File: src/logic/nco_map.svh
/*
  Register map, field positions, reset values and codes of the
  numerically controlled oscillator block.
  Assumes: Avalon-MM slave, 32-bit data, one register per aligned word.
*/
`ifndef NCO_MAP_SVH
`define NCO_MAP_SVH

// ==========================================================
// byte addresses
`define NCO_ADDR_W 5
`define NCO_OFS_CTRL 5'h00
`define NCO_OFS_CLKSEL 5'h04
`define NCO_OFS_ACC_LO 5'h08
`define NCO_OFS_ACC_HI 5'h0c
`define NCO_OFS_ACC_UP 5'h10
`define NCO_OFS_STEP_LO 5'h14
`define NCO_OFS_STEP_HI 5'h18
`define NCO_OFS_IRQ 5'h1c

// ==========================================================
// control fields
`define NCO_BIT_EN 7
`define NCO_BIT_OE 6
`define NCO_BIT_OUT 5
`define NCO_BIT_POL 4
`define NCO_BIT_PFM 0
`define NCO_PWS_HI 7
`define NCO_PWS_LO 5
`define NCO_CKS_HI 1
`define NCO_CKS_LO 0
`define NCO_BIT_IF 0
`define NCO_BIT_IE 1
`define NCO_BIT_PERIPH 2
`define NCO_BIT_GLOBAL 3

// ==========================================================
// sizes, codes, reset values
`define NCO_ACC_W 20
`define NCO_STEP_W 16
`define NCO_CKS_FAST 2'h0
`define NCO_CKS_SYS 2'h1
`define NCO_CKS_CELL 2'h2
`define NCO_CKS_PIN 2'h3
`define NCO_RST_BYTE 8'h00
`define NCO_RST_ACC 20'h00000
`define NCO_RST_STEP 16'h0000
`define NCO_PW_ONE 8'h01
`define NCO_RD_ZERO 32'h0000_0000

`endif

File: src/logic/nco_pkg.sv
/*
  Types of the numerically controlled oscillator block.
  Assumes: included map header for sizes.
*/
`include "nco_map.svh"

package nco_pkg;

  // ========================================================
  // bus request from the Avalon-MM master
  typedef struct packed {
    logic read;
    logic write;
    logic [`NCO_ADDR_W-1:0] address;
    logic [3:0] byteenable;
    logic [31:0] writedata;
  } av_req_t;

  // ========================================================
  // step buffer load sequencing
  typedef enum logic [2:0] {
    LD_IDLE = 3'b001,
    LD_EDGE1 = 3'b010,
    LD_EDGE2 = 3'b100
  } load_state_t;

endpackage

File: src/logic/numeric_osc_freq_divider.sv
/*
  Numerically controlled oscillator: phase accumulator, double-buffered
  step, toggle or pulse output, polarity, overflow flag.
  Assumes: all inputs synchronous to i_clk_sys; the selected source
  is sampled as a level and its rising edges step the accumulator.
*/
`timescale 1ns/1ns
`include "nco_map.svh"

module numeric_osc_freq_divider (
  input wire logic i_clk_sys,
  input wire logic i_rst_n,
  input wire nco_pkg::av_req_t i_av,
  output logic [31:0] o_readdata,
  output logic o_waitrequest,
  input wire logic i_fast_osc_clk,
  input wire logic i_logic_cell1_output,
  input wire logic i_ext_clk_pin,
  output logic o_osc_out,
  output logic o_pin_out,
  output logic o_pin_oe_n,
  output logic o_irq,
  output logic o_fast_osc_keep_alive
);
  import nco_pkg::*;

  // ========================================================
  // register state
  logic block_enable_q;
  logic pin_drive_enable_q;
  logic output_polarity_q;
  logic pulse_mode_select_q;
  logic [2:0] pulse_width_code_q;
  logic [1:0] clock_source_code_q;
  logic [`NCO_ACC_W-1:0] phase_accumulator_q;
  logic [7:0] step_low_byte_q;
  logic [7:0] step_high_byte_q;
  logic [`NCO_STEP_W-1:0] step_buf_q;
  logic overflow_irq_flag_q;
  logic overflow_irq_enable_q;
  logic peripheral_irq_enable_q;
  logic global_irq_enable_q;
  logic wait_q;
  logic [31:0] rdata_q;
  logic raw_q;
  logic carry_pend_q;
  logic [7:0] pulse_cnt_q;
  logic out_q;
  logic pin_q;
  logic pin_oe_n_q;
  logic irq_q;
  logic keep_q;
  logic [3:0] src_prev_q;
  load_state_t load_q;

  // ========================================================
  // bus decode
  wire logic req = i_av.read | i_av.write;
  // a write lands at the edge where waitrequest is seen low
  wire logic wr_take = i_av.write & ~wait_q & i_av.byteenable[0];
  wire logic [7:0] wbyte = i_av.writedata[7:0];
  wire logic wr_ctrl = wr_take & (i_av.address == `NCO_OFS_CTRL);
  wire logic wr_clk = wr_take & (i_av.address == `NCO_OFS_CLKSEL);
  wire logic wr_acc_lo = wr_take & (i_av.address == `NCO_OFS_ACC_LO);
  wire logic wr_acc_hi = wr_take & (i_av.address == `NCO_OFS_ACC_HI);
  wire logic wr_acc_up = wr_take & (i_av.address == `NCO_OFS_ACC_UP);
  wire logic wr_step_lo = wr_take & (i_av.address == `NCO_OFS_STEP_LO);
  wire logic wr_step_hi = wr_take & (i_av.address == `NCO_OFS_STEP_HI);
  wire logic wr_irq = wr_take & (i_av.address == `NCO_OFS_IRQ);

  // ========================================================
  // input clock selection and edge detect
  logic tick;
  wire logic [3:0] src_now = {i_ext_clk_pin, i_logic_cell1_output,
                              1'b1, i_fast_osc_clk};

  always_ff @(posedge i_clk_sys or negedge i_rst_n) begin
    if (!i_rst_n) begin
      src_prev_q <= 4'h0;
    end else begin
      src_prev_q <= src_now;
    end
  end

  always_comb begin
    case (clock_source_code_q)
      `NCO_CKS_FAST: tick = src_now[0] & ~src_prev_q[0];
      `NCO_CKS_SYS: tick = 1'b1;
      `NCO_CKS_CELL: tick = src_now[2] & ~src_prev_q[2];
      `NCO_CKS_PIN: tick = src_now[3] & ~src_prev_q[3];
      default: tick = 1'b0;
    endcase
  end

  // the accumulator only advances while the block runs
  wire logic step_edge = tick & block_enable_q;

  // ========================================================
  // adder
  wire logic [`NCO_ACC_W:0] sum = {1'b0, phase_accumulator_q} +
                                  {5'h00, step_buf_q};
  wire logic carry = sum[`NCO_ACC_W];

  // ========================================================
  // bus handshake: one wait cycle, then the answer
  always_ff @(posedge i_clk_sys or negedge i_rst_n) begin
    if (!i_rst_n) begin
      wait_q <= 1'b1;
    end else begin
      wait_q <= ~(req & wait_q);
    end
  end

  always_ff @(posedge i_clk_sys or negedge i_rst_n) begin
    if (!i_rst_n) begin
      rdata_q <= `NCO_RD_ZERO;
    end else if (i_av.read & wait_q) begin
      rdata_q <= `NCO_RD_ZERO;
      case (i_av.address)
        `NCO_OFS_CTRL: begin
          rdata_q[`NCO_BIT_EN] <= block_enable_q;
          rdata_q[`NCO_BIT_OE] <= pin_drive_enable_q;
          rdata_q[`NCO_BIT_OUT] <= out_q;
          rdata_q[`NCO_BIT_POL] <= output_polarity_q;
          rdata_q[`NCO_BIT_PFM] <= pulse_mode_select_q;
        end
        `NCO_OFS_CLKSEL: begin
          rdata_q[`NCO_PWS_HI:`NCO_PWS_LO] <= pulse_width_code_q;
          rdata_q[`NCO_CKS_HI:`NCO_CKS_LO] <= clock_source_code_q;
        end
        `NCO_OFS_ACC_LO: rdata_q[7:0] <= phase_accumulator_q[7:0];
        `NCO_OFS_ACC_HI: rdata_q[7:0] <= phase_accumulator_q[15:8];
        // top nibble of the upper byte reads zero
        `NCO_OFS_ACC_UP: begin
          rdata_q[3:0] <= phase_accumulator_q[19:16];
        end
        `NCO_OFS_STEP_LO: rdata_q[7:0] <= step_low_byte_q;
        `NCO_OFS_STEP_HI: rdata_q[7:0] <= step_high_byte_q;
        `NCO_OFS_IRQ: begin
          rdata_q[`NCO_BIT_IF] <= overflow_irq_flag_q;
          rdata_q[`NCO_BIT_IE] <= overflow_irq_enable_q;
          rdata_q[`NCO_BIT_PERIPH] <= peripheral_irq_enable_q;
          rdata_q[`NCO_BIT_GLOBAL] <= global_irq_enable_q;
        end
        default: rdata_q <= `NCO_RD_ZERO;
      endcase
    end
  end

  // ========================================================
  // control registers
  always_ff @(posedge i_clk_sys or negedge i_rst_n) begin
    if (!i_rst_n) begin
      block_enable_q <= 1'b0;
      pin_drive_enable_q <= 1'b0;
      output_polarity_q <= 1'b0;
      pulse_mode_select_q <= 1'b0;
    end else if (wr_ctrl) begin
      block_enable_q <= wbyte[`NCO_BIT_EN];
      pin_drive_enable_q <= wbyte[`NCO_BIT_OE];
      output_polarity_q <= wbyte[`NCO_BIT_POL];
      pulse_mode_select_q <= wbyte[`NCO_BIT_PFM];
    end
  end

  always_ff @(posedge i_clk_sys or negedge i_rst_n) begin
    if (!i_rst_n) begin
      pulse_width_code_q <= 3'h0;
      clock_source_code_q <= 2'h0;
    end else if (wr_clk) begin
      pulse_width_code_q <= wbyte[`NCO_PWS_HI:`NCO_PWS_LO];
      clock_source_code_q <= wbyte[`NCO_CKS_HI:`NCO_CKS_LO];
    end
  end

  // ========================================================
  // step registers
  always_ff @(posedge i_clk_sys or negedge i_rst_n) begin
    if (!i_rst_n) begin
      step_low_byte_q <= `NCO_RST_BYTE;
      step_high_byte_q <= `NCO_RST_BYTE;
    end else begin
      if (wr_step_lo) step_low_byte_q <= wbyte;
      if (wr_step_hi) step_high_byte_q <= wbyte;
    end
  end

  // low-byte write arms a load two input edges later
  always_ff @(posedge i_clk_sys or negedge i_rst_n) begin
    if (!i_rst_n) begin
      load_q <= LD_IDLE;
    end else if (!block_enable_q) begin
      load_q <= LD_IDLE;
    end else begin
      case (load_q)
        LD_IDLE: if (wr_step_lo) load_q <= LD_EDGE1;
        LD_EDGE1: if (tick) load_q <= LD_EDGE2;
        LD_EDGE2: if (tick) load_q <= LD_IDLE;
        default: load_q <= LD_IDLE;
      endcase
    end
  end

  // hidden buffer; no bus path reads it
  always_ff @(posedge i_clk_sys or negedge i_rst_n) begin
    if (!i_rst_n) begin
      step_buf_q <= `NCO_RST_STEP;
    end else if (!block_enable_q) begin
      step_buf_q <= {step_high_byte_q, step_low_byte_q};
    end else if (load_q == LD_EDGE2 && tick) begin
      step_buf_q <= {step_high_byte_q, step_low_byte_q};
    end
  end

  // ========================================================
  // accumulator: software write wins over an addition
  always_ff @(posedge i_clk_sys or negedge i_rst_n) begin
    if (!i_rst_n) begin
      phase_accumulator_q <= `NCO_RST_ACC;
    end else if (wr_acc_lo | wr_acc_hi | wr_acc_up) begin
      if (wr_acc_lo) phase_accumulator_q[7:0] <= wbyte;
      if (wr_acc_hi) phase_accumulator_q[15:8] <= wbyte;
      if (wr_acc_up) phase_accumulator_q[19:16] <= wbyte[3:0];
    end else if (step_edge) begin
      phase_accumulator_q <= sum[`NCO_ACC_W-1:0];
    end
  end

  // ========================================================
  // output shaping
  wire logic [7:0] pulse_len = `NCO_PW_ONE << pulse_width_code_q;

  always_ff @(posedge i_clk_sys or negedge i_rst_n) begin
    if (!i_rst_n) begin
      carry_pend_q <= 1'b0;
    end else if (!block_enable_q) begin
      carry_pend_q <= 1'b0;
    end else if (tick) begin
      carry_pend_q <= carry & pulse_mode_select_q;
    end
  end

  always_ff @(posedge i_clk_sys or negedge i_rst_n) begin
    if (!i_rst_n) begin
      raw_q <= 1'b0;
      pulse_cnt_q <= 8'h00;
    end else if (!block_enable_q) begin
      raw_q <= 1'b0;
      pulse_cnt_q <= 8'h00;
    end else if (tick) begin
      if (!pulse_mode_select_q) begin
        if (carry) begin
          raw_q <= ~raw_q;
        end
      end else if (carry_pend_q) begin
        // width ignored outside pulse mode
        raw_q <= 1'b1;
        pulse_cnt_q <= pulse_len - 8'h01;
      end else if (raw_q) begin
        if (pulse_cnt_q == 8'h00) begin
          raw_q <= 1'b0;
        end else begin
          pulse_cnt_q <= pulse_cnt_q - 8'h01;
        end
      end
    end
  end

  wire logic out_d = raw_q ^ output_polarity_q;

  always_ff @(posedge i_clk_sys or negedge i_rst_n) begin
    if (!i_rst_n) begin
      out_q <= 1'b0;
      pin_q <= 1'b0;
      pin_oe_n_q <= 1'b1;
    end else begin
      out_q <= out_d;
      pin_q <= out_d;
      pin_oe_n_q <= ~(block_enable_q & pin_drive_enable_q);
    end
  end

  // ========================================================
  // interrupt flag and gating
  wire logic pol_change = wr_ctrl &
    (wbyte[`NCO_BIT_POL] != output_polarity_q);
  wire logic flag_set = (step_edge & carry) |
                        (pol_change & overflow_irq_enable_q);

  always_ff @(posedge i_clk_sys or negedge i_rst_n) begin
    if (!i_rst_n) begin
      overflow_irq_flag_q <= 1'b0;
      overflow_irq_enable_q <= 1'b0;
      peripheral_irq_enable_q <= 1'b0;
      global_irq_enable_q <= 1'b0;
    end else begin
      if (flag_set) begin
        overflow_irq_flag_q <= 1'b1;
      end else if (wr_irq) begin
        overflow_irq_flag_q <= wbyte[`NCO_BIT_IF];
      end
      if (wr_irq) begin
        overflow_irq_enable_q <= wbyte[`NCO_BIT_IE];
        peripheral_irq_enable_q <= wbyte[`NCO_BIT_PERIPH];
        global_irq_enable_q <= wbyte[`NCO_BIT_GLOBAL];
      end
    end
  end

  always_ff @(posedge i_clk_sys or negedge i_rst_n) begin
    if (!i_rst_n) begin
      irq_q <= 1'b0;
      keep_q <= 1'b0;
    end else begin
      irq_q <= overflow_irq_flag_q & block_enable_q &
               overflow_irq_enable_q & peripheral_irq_enable_q &
               global_irq_enable_q;
      keep_q <= block_enable_q &
                (clock_source_code_q == `NCO_CKS_FAST);
    end
  end

  assign o_readdata = rdata_q;
  assign o_waitrequest = wait_q;
  assign o_osc_out = out_q;
  assign o_pin_out = pin_q;
  assign o_pin_oe_n = pin_oe_n_q;
  assign o_irq = irq_q;
  assign o_fast_osc_keep_alive = keep_q;
endmodule
File: config.mk
export PLATFORM = sky130hd
export DESIGN_NAME = numeric_osc_freq_divider
export DESIGN_NICKNAME = d
export VERILOG_FILES = /design/src/logic/nco_pkg.sv /design/src/logic/numeric_osc_freq_divider.sv
export VERILOG_INCLUDE_DIRS = /design/src /design/src/logic
export SDC_FILE = /design/constraint.sdc
export NUM_CORES = 1
export LEC_CHECK = 0
export BUFFER_PORTS_ARGS = -buffer_cell sky130_fd_sc_hd__buf_2
export CAP_MARGIN = 25
export CORE_UTILIZATION = 30
export DETAILED_ROUTE_END_ITERATION = 8
export PLACE_DENSITY = 0.5
export SKIP_CTS_REPAIR_TIMING = 1
export SLEW_MARGIN = 20
export SYNTH_ARGS = -nofsm -noshare
export SYNTH_HDL_FRONTEND = slang
export SYNTH_SLANG_ARGS = --single-unit
File: constraint.sdc
create_clock -name i_clk_sys -period 4.8 [get_ports i_clk_sys]
set_clock_uncertainty 0.1 [all_clocks]
set_input_delay 0.24 -clock i_clk_sys [delete_from_list [all_inputs] [get_ports i_clk_sys]]
set_output_delay 0.24 -clock i_clk_sys [all_outputs]
set_load 0.01 [all_outputs]
Yosys cells after proc, flatten, opt, wreduce, memory -nomap -nowiden
Index checks and enable logic that the tools add are counted.
- register bits after elaboration: 95
- input port bits: 48
- output and inout bits: 38
- word-level logic and storage cells: 142
- $add $sub $neg: 3
- eq/ne operators: 26
- shifts and indexed selects: 1
- mux-type cells: 35
- bitwise logic cells: 38
- reduce and logical (&&, ||, !) cells: 12
- operators by type and width (cell ; count):
    2-to-1 mux 8 bit ; 8
    2-to-1 mux 20 bit ; 2
    2-to-1 mux 16 bit ; 2
    bitwise AND 1 bit ; 26
    adder 20 x 16 -> 21 bit ; 1
    == test 5 bit (second input constant) ; 4
    one-hot mux 3 bit (6 select lines) ; 1
    subtractor 8 x 1 -> 8 bit (second input constant) ; 2
    2-to-1 mux 3 bit ; 4
    != test 3 bit (second input constant) ; 4
    one-hot mux 2 bit (6 select lines) ; 1
    2-to-1 mux 1 bit ; 11
    == test 5 x 4 -> 1 bit (second input constant) ; 2
    one-hot mux 3 bit (3 select lines) ; 1
    logical NOT 8 bit ; 1
    one-hot mux 1 bit (8 select lines) ; 1
    AND reduction 2 bit ; 4
    left shift 1 x 3 -> 8 bit (first input constant) ; 1
    inverter 1 bit ; 7
    one-hot mux 1 bit (7 select lines) ; 1
    != test 2 x 1 -> 1 bit (second input constant) ; 3
    != test 2 bit (second input constant) ; 3
    != test 3 x 1 -> 1 bit (second input constant) ; 2
    == test 5 x 3 -> 1 bit (second input constant) ; 1
    17 further kinds ; 22

Longest topological paths before layout
- depth after elaboration: 8
- gate-level depth with buffers: 10
- gate-level depth less buffers: 10

Least setup slack after synthesis
Ideal clock, no wire load.
- kind: reg-to-reg
- from: register phase_accumulator_q[0]
- to: register phase_accumulator_q[14]
- library setup time: 0.077 ns
- arrival: 2.228 ns
- required time: 4.623 ns
- setup slack: 2.394 ns
- cell stages (with the launch flop): 11
- buffers on the path: 0
- clock period less this slack: 2.406 ns
- cell sequence: dfrtp_1 -> ha_1 -> inv_1 -> fa_1 -> nand2b_1 -> a21oi_1 -> nor2_1 -> o221a_2 -> o21ai_0 -> mux2_2 -> a21oi_1
- longest elaborated chain between the ends: 3
- ends and longest elaborated chain (item ; line ; text):
    from (decl) ; numeric_osc_freq_divider.sv:35 ; logic [`NCO_ACC_W-1:0] phase_accumulator_q;
    from (signal assigned) ; numeric_osc_freq_divider.sv:219 ; phase_accumulator_q <= `NCO_RST_ACC;
    from (signal assigned) ; numeric_osc_freq_divider.sv:221 ; if (wr_acc_lo) phase_accumulator_q[7:0] <= wbyte;
    from (signal assigned) ; numeric_osc_freq_divider.sv:225 ; phase_accumulator_q <= sum[`NCO_ACC_W-1:0];
    adder 20 x 16 -> 21 bit ; numeric_osc_freq_divider.sv:100 ; wire logic [`NCO_ACC_W:0] sum = {1'b0, phase_accumulator_q} +
    2-to-1 mux 20 bit ; numeric_osc_freq_divider.sv:224 ; end else if (step_edge) begin
    2-to-1 mux 20 bit ; numeric_osc_freq_divider.sv:220 ; end else if (wr_acc_lo | wr_acc_hi | wr_acc_up) begin
Every way passes these cells. The select of a mux whose other input is x is not followed.
A chain may end at the register's enable or synchronous reset.

Worst setup path after layout
- from: register phase_accumulator_q[0]
- to: register raw_q
- longest elaborated chain between the ends: 3
- ends and longest elaborated chain (item ; line ; text):
    adder 20 x 16 -> 21 bit ; numeric_osc_freq_divider.sv:100 ;
    != test 3 x 1 -> 1 bit (no source line) ; -- ;
    AND reduction 2 bit (no source line) ; -- ;
    to (signal assigned) ; numeric_osc_freq_divider.sv:253 ; raw_q <= ~raw_q;
    to (decl) ; numeric_osc_freq_divider.sv:45 ; logic raw_q;
Every way passes these cells.

==> flow_summary.yaml <==
outcome:
  status: "finished clean"
logic_synthesis:
  syn_area_per_cell_um2: 9.98
  synthArstFlopShare_pct: 100
  synth_top_area_share_pct: 39.8
  netlist.top_cell.by_area: "dfrtp_1"
  synth-edff-count: 0
  synth-main-ff-cell: "dfrtp_1"
  synth-seq-cells: 94
  synth_cell_types: 73
  synthCells: 574
  yosys_warnings: 0
  syn_area_um2: 5730
  synth_seq_area_share_pct: 41.1
  netlist_top_cells_area: "dfrtp_1 40%, mux2_2 8.8%, ha_1 3.7%"
timing:
  tightest_slew_ns: 0.752
  rsz0062_at_grt: "false"
  slew_headroom_pct: 49.5
  finalCriticalPeriod_ns: 2.84
  hold_violations: 0
  fmax_mhz: 352
  tns_ns: 0
  hold-worst-slack_ns: 0.112
  maxSlewViolCount: 0
  fin_crit_sh_pct: 59.3
  setup_viol: 0
cells_and_area:
  mostFrequentLayoutCell: "dfrtp_1"
  seq_area_um2: 2360
  nets: 668
  synthToLayoutAreaGrowth_pct: 11.5
  nFillCells: 1885
  final_cell_mix: "91 x dfrtp_1, 49 x nand2_1, 46 x nor2_1"
  multi_input_area_um2: 3100
  finalNonFillerCells: 841
  antenna_cells: 0
  utilization_pct: 34.1
  layout-drive-gt1-share_pct: 20.4
clock_tree:
  cts_buffers: 9
  cts_tree: "yes"
  cts-root-buf: "clkbuf_16"
  htree_levels: 3
  clkLatencyLatePin_ns: 0.36
  clockBufferDepth: 2
  clk_pin_slew_ns: 0.07
  cts_num_sinks: 94
detailed_routing:
  wl_per_cell_um: 18.8
  final_antenna_net_count: 0
  drt_iter0_drc: 325
  routed_via_density: 5.33
  route.detailed.drc: 0
  wl_mm: 15.8
  vias: 4482
  drtPass1Iterations: 5
global_route:
  grt_util_all_layers_pct: 16.8
  met1_usage_pct: 22.5
  use_met3_pct: 2.53
  grt_start_max_net_pins: 56
  use_met2_pct: 27.9
  grt_pass1_vias: 4414
  grt_overflow: 0
  busiest_layer: "met2"
  grt_first_pass_wirelength_mm: 25.2
  antenna_found_initial: 0
worst_hold_path:
  min-delay-path-class: "input pin to flip-flop"
  hp-start: "i_av[2]"
die:
  rows: 50
  fp.dieArea_um2: 19700
  ioPinCount: 86
  start_util_pct: 30.6
  die_x_um: 140
  core_area_um2: 18700
  die_h_um: 140
critical_path:
  worst_ep_required_time_ns: 4.96
  critPathCaptureType: "flip-flop"
  crit_arrival_ns: 3.01
  path_max_fanout: 4
  reg2reg_from: "phase_accumulator_q[0]"
  worstSetupStartpointType: "flip-flop"
  startpoint: "phase_accumulator_q[0]"
  crit_type: "flip-flop to flip-flop"
place:
  dpl.hpwl_mm: 11.6
  dpl.cell_count: 819
  gp_congestion: 0.848
  port_buffers: 34
power_and_ir_drop:
  p_per_area_nw_per_um2: 359
  vdd_drop_max_uv: 159
  p_leak_nw: 2.92
flow_run:
  maxCapViolations: 0
-- final timing paths --
| check | slack, ns | end | cells past startpoint |
|---|---|---|---|
| setup / recovery | 1.96 | raw_q | 10 |
| hold / removal | 0.11 | step_high_byte_q[2] | 2 |
| max in group asynchronous | 3.18 | step_high_byte_q[5] | 3 |
| setup reg to reg | 1.96 | raw_q | 10 |
| hold reg to reg | 0.35 | o_pin_oe_n | 1 |
| min in group asynchronous | 0.39 | o_irq | 2 |
-- final cells by class --
type                            instances  area share, %
Multi-Input combinational cell        441           48.5
Inverter                               14          0.823
Sequential cell                        94           36.9
Clock inverter                          6           1.70
Clock buffer                           10           3.59
Tap cell                              234           4.58
Timing Repair Buffer                   42           3.88
-- synthesized netlist by cell type, types with 3 or more instances --
cell type and number:
a31oi_1 5, a22o_1 3, xnor2_1 5, nand3_1 13
nand2_1 49, and3_1 5, buf_4 26, o31ai_1 3
dfstp_2 3, mux2i_1 10, or3_1 7, o22a_1 5
nand4_1 10, xor2_1 12, mux4_2 4, mux2_4 6
clkbuf_1 9, nor2_1 46, nor2b_1 8, a21oi_1 40
o221ai_1 3, dfrtp_1 91, ha_1 17, o21ai_0 35
buf_2 9, o22ai_1 4, nand3b_1 3, nor3_1 7
a22oi_1 9, nand2b_1 3, mux2_2 45, a211oi_1 6
o21a_1 4, and2_1 4, inv_1 13, a221oi_1 4
-- critical path: stages, from the launching register on --
cell	delay, ns
dfrtp_1	0.37
ha_1	0.18
inv_1	0.05
fa_1	0.45
nand2b_1	0.20
a21oi_1	0.18
o31ai_1	0.13
a21oi_1	0.33
nand4_1	0.33
mux2i_1	0.20
a211oi_1	0.22
-- through the flow --
step / area (um2) / total power, mW / worst slack, ns
2_1_floorplan: 5810 / 1.32 / 2.39
3_3_place_gp: 5990 / 1.45 / 1.93
3_5_place_dp: 5990 / 1.47 / 1.91
4_1_cts: 6330 / 2.31 / 1.98
5_1_grt: 6390 / 2.41 / 1.77
6_report: 6390 / 2.29 / 1.96
-- logic make-up (layout without fill, tap and decap cells) --
family | count (synthesis) | count (layout) | share of synthesized area [%]
AND/OR/NAND/NOR | 173 | 173 | 15.2
AO/OA/AOI/OAI | 144 | 144 | 16.9
flip-flops | 94 | 94 | 41.1
multiplexers | 65 | 65 | 13.7
buffers and inverters | 62 | 72 | 6.27
adder cells (fa/ha/maj) | 18 | 18 | 4.06
XOR/XNOR | 17 | 17 | 2.60
other | 1 | 24 | 0.0655
-- flip-flops by register name, indices dropped and copies added, names as in the netlist, 2 cells and up --
name and cells:
step_low_byte_q 8, clock_source_code_q 2, step_high_byte_q 8, src_prev_q 3
step_buf_q 16, o_readdata 8, pulse_cnt_q 8, pulse_width_code_q 3
phase_accumulator_q 20, load_q 3
-- power breakdown --
part | leakage (nW) | internal (mW) | switching, mW | total, mW
combinational | 1.51 | 0.207 | 0.287 | 0.494
sequential | 1.24 | 0.881 | 0.0840 | 0.965
clock | 0.167 | 0.510 | 0.324 | 0.834
total | 2.92 | 1.60 | 0.695 | 2.29
-- per-layer routing --
metal / vias up / share of wire, %
li1: 2103 / -
met1: 2260 / 46
met2: 105 / 49
met3: 14 / 3.3
met4: 0 / 1.3
met5: - / 0
(Power assumes the default switching activity.)
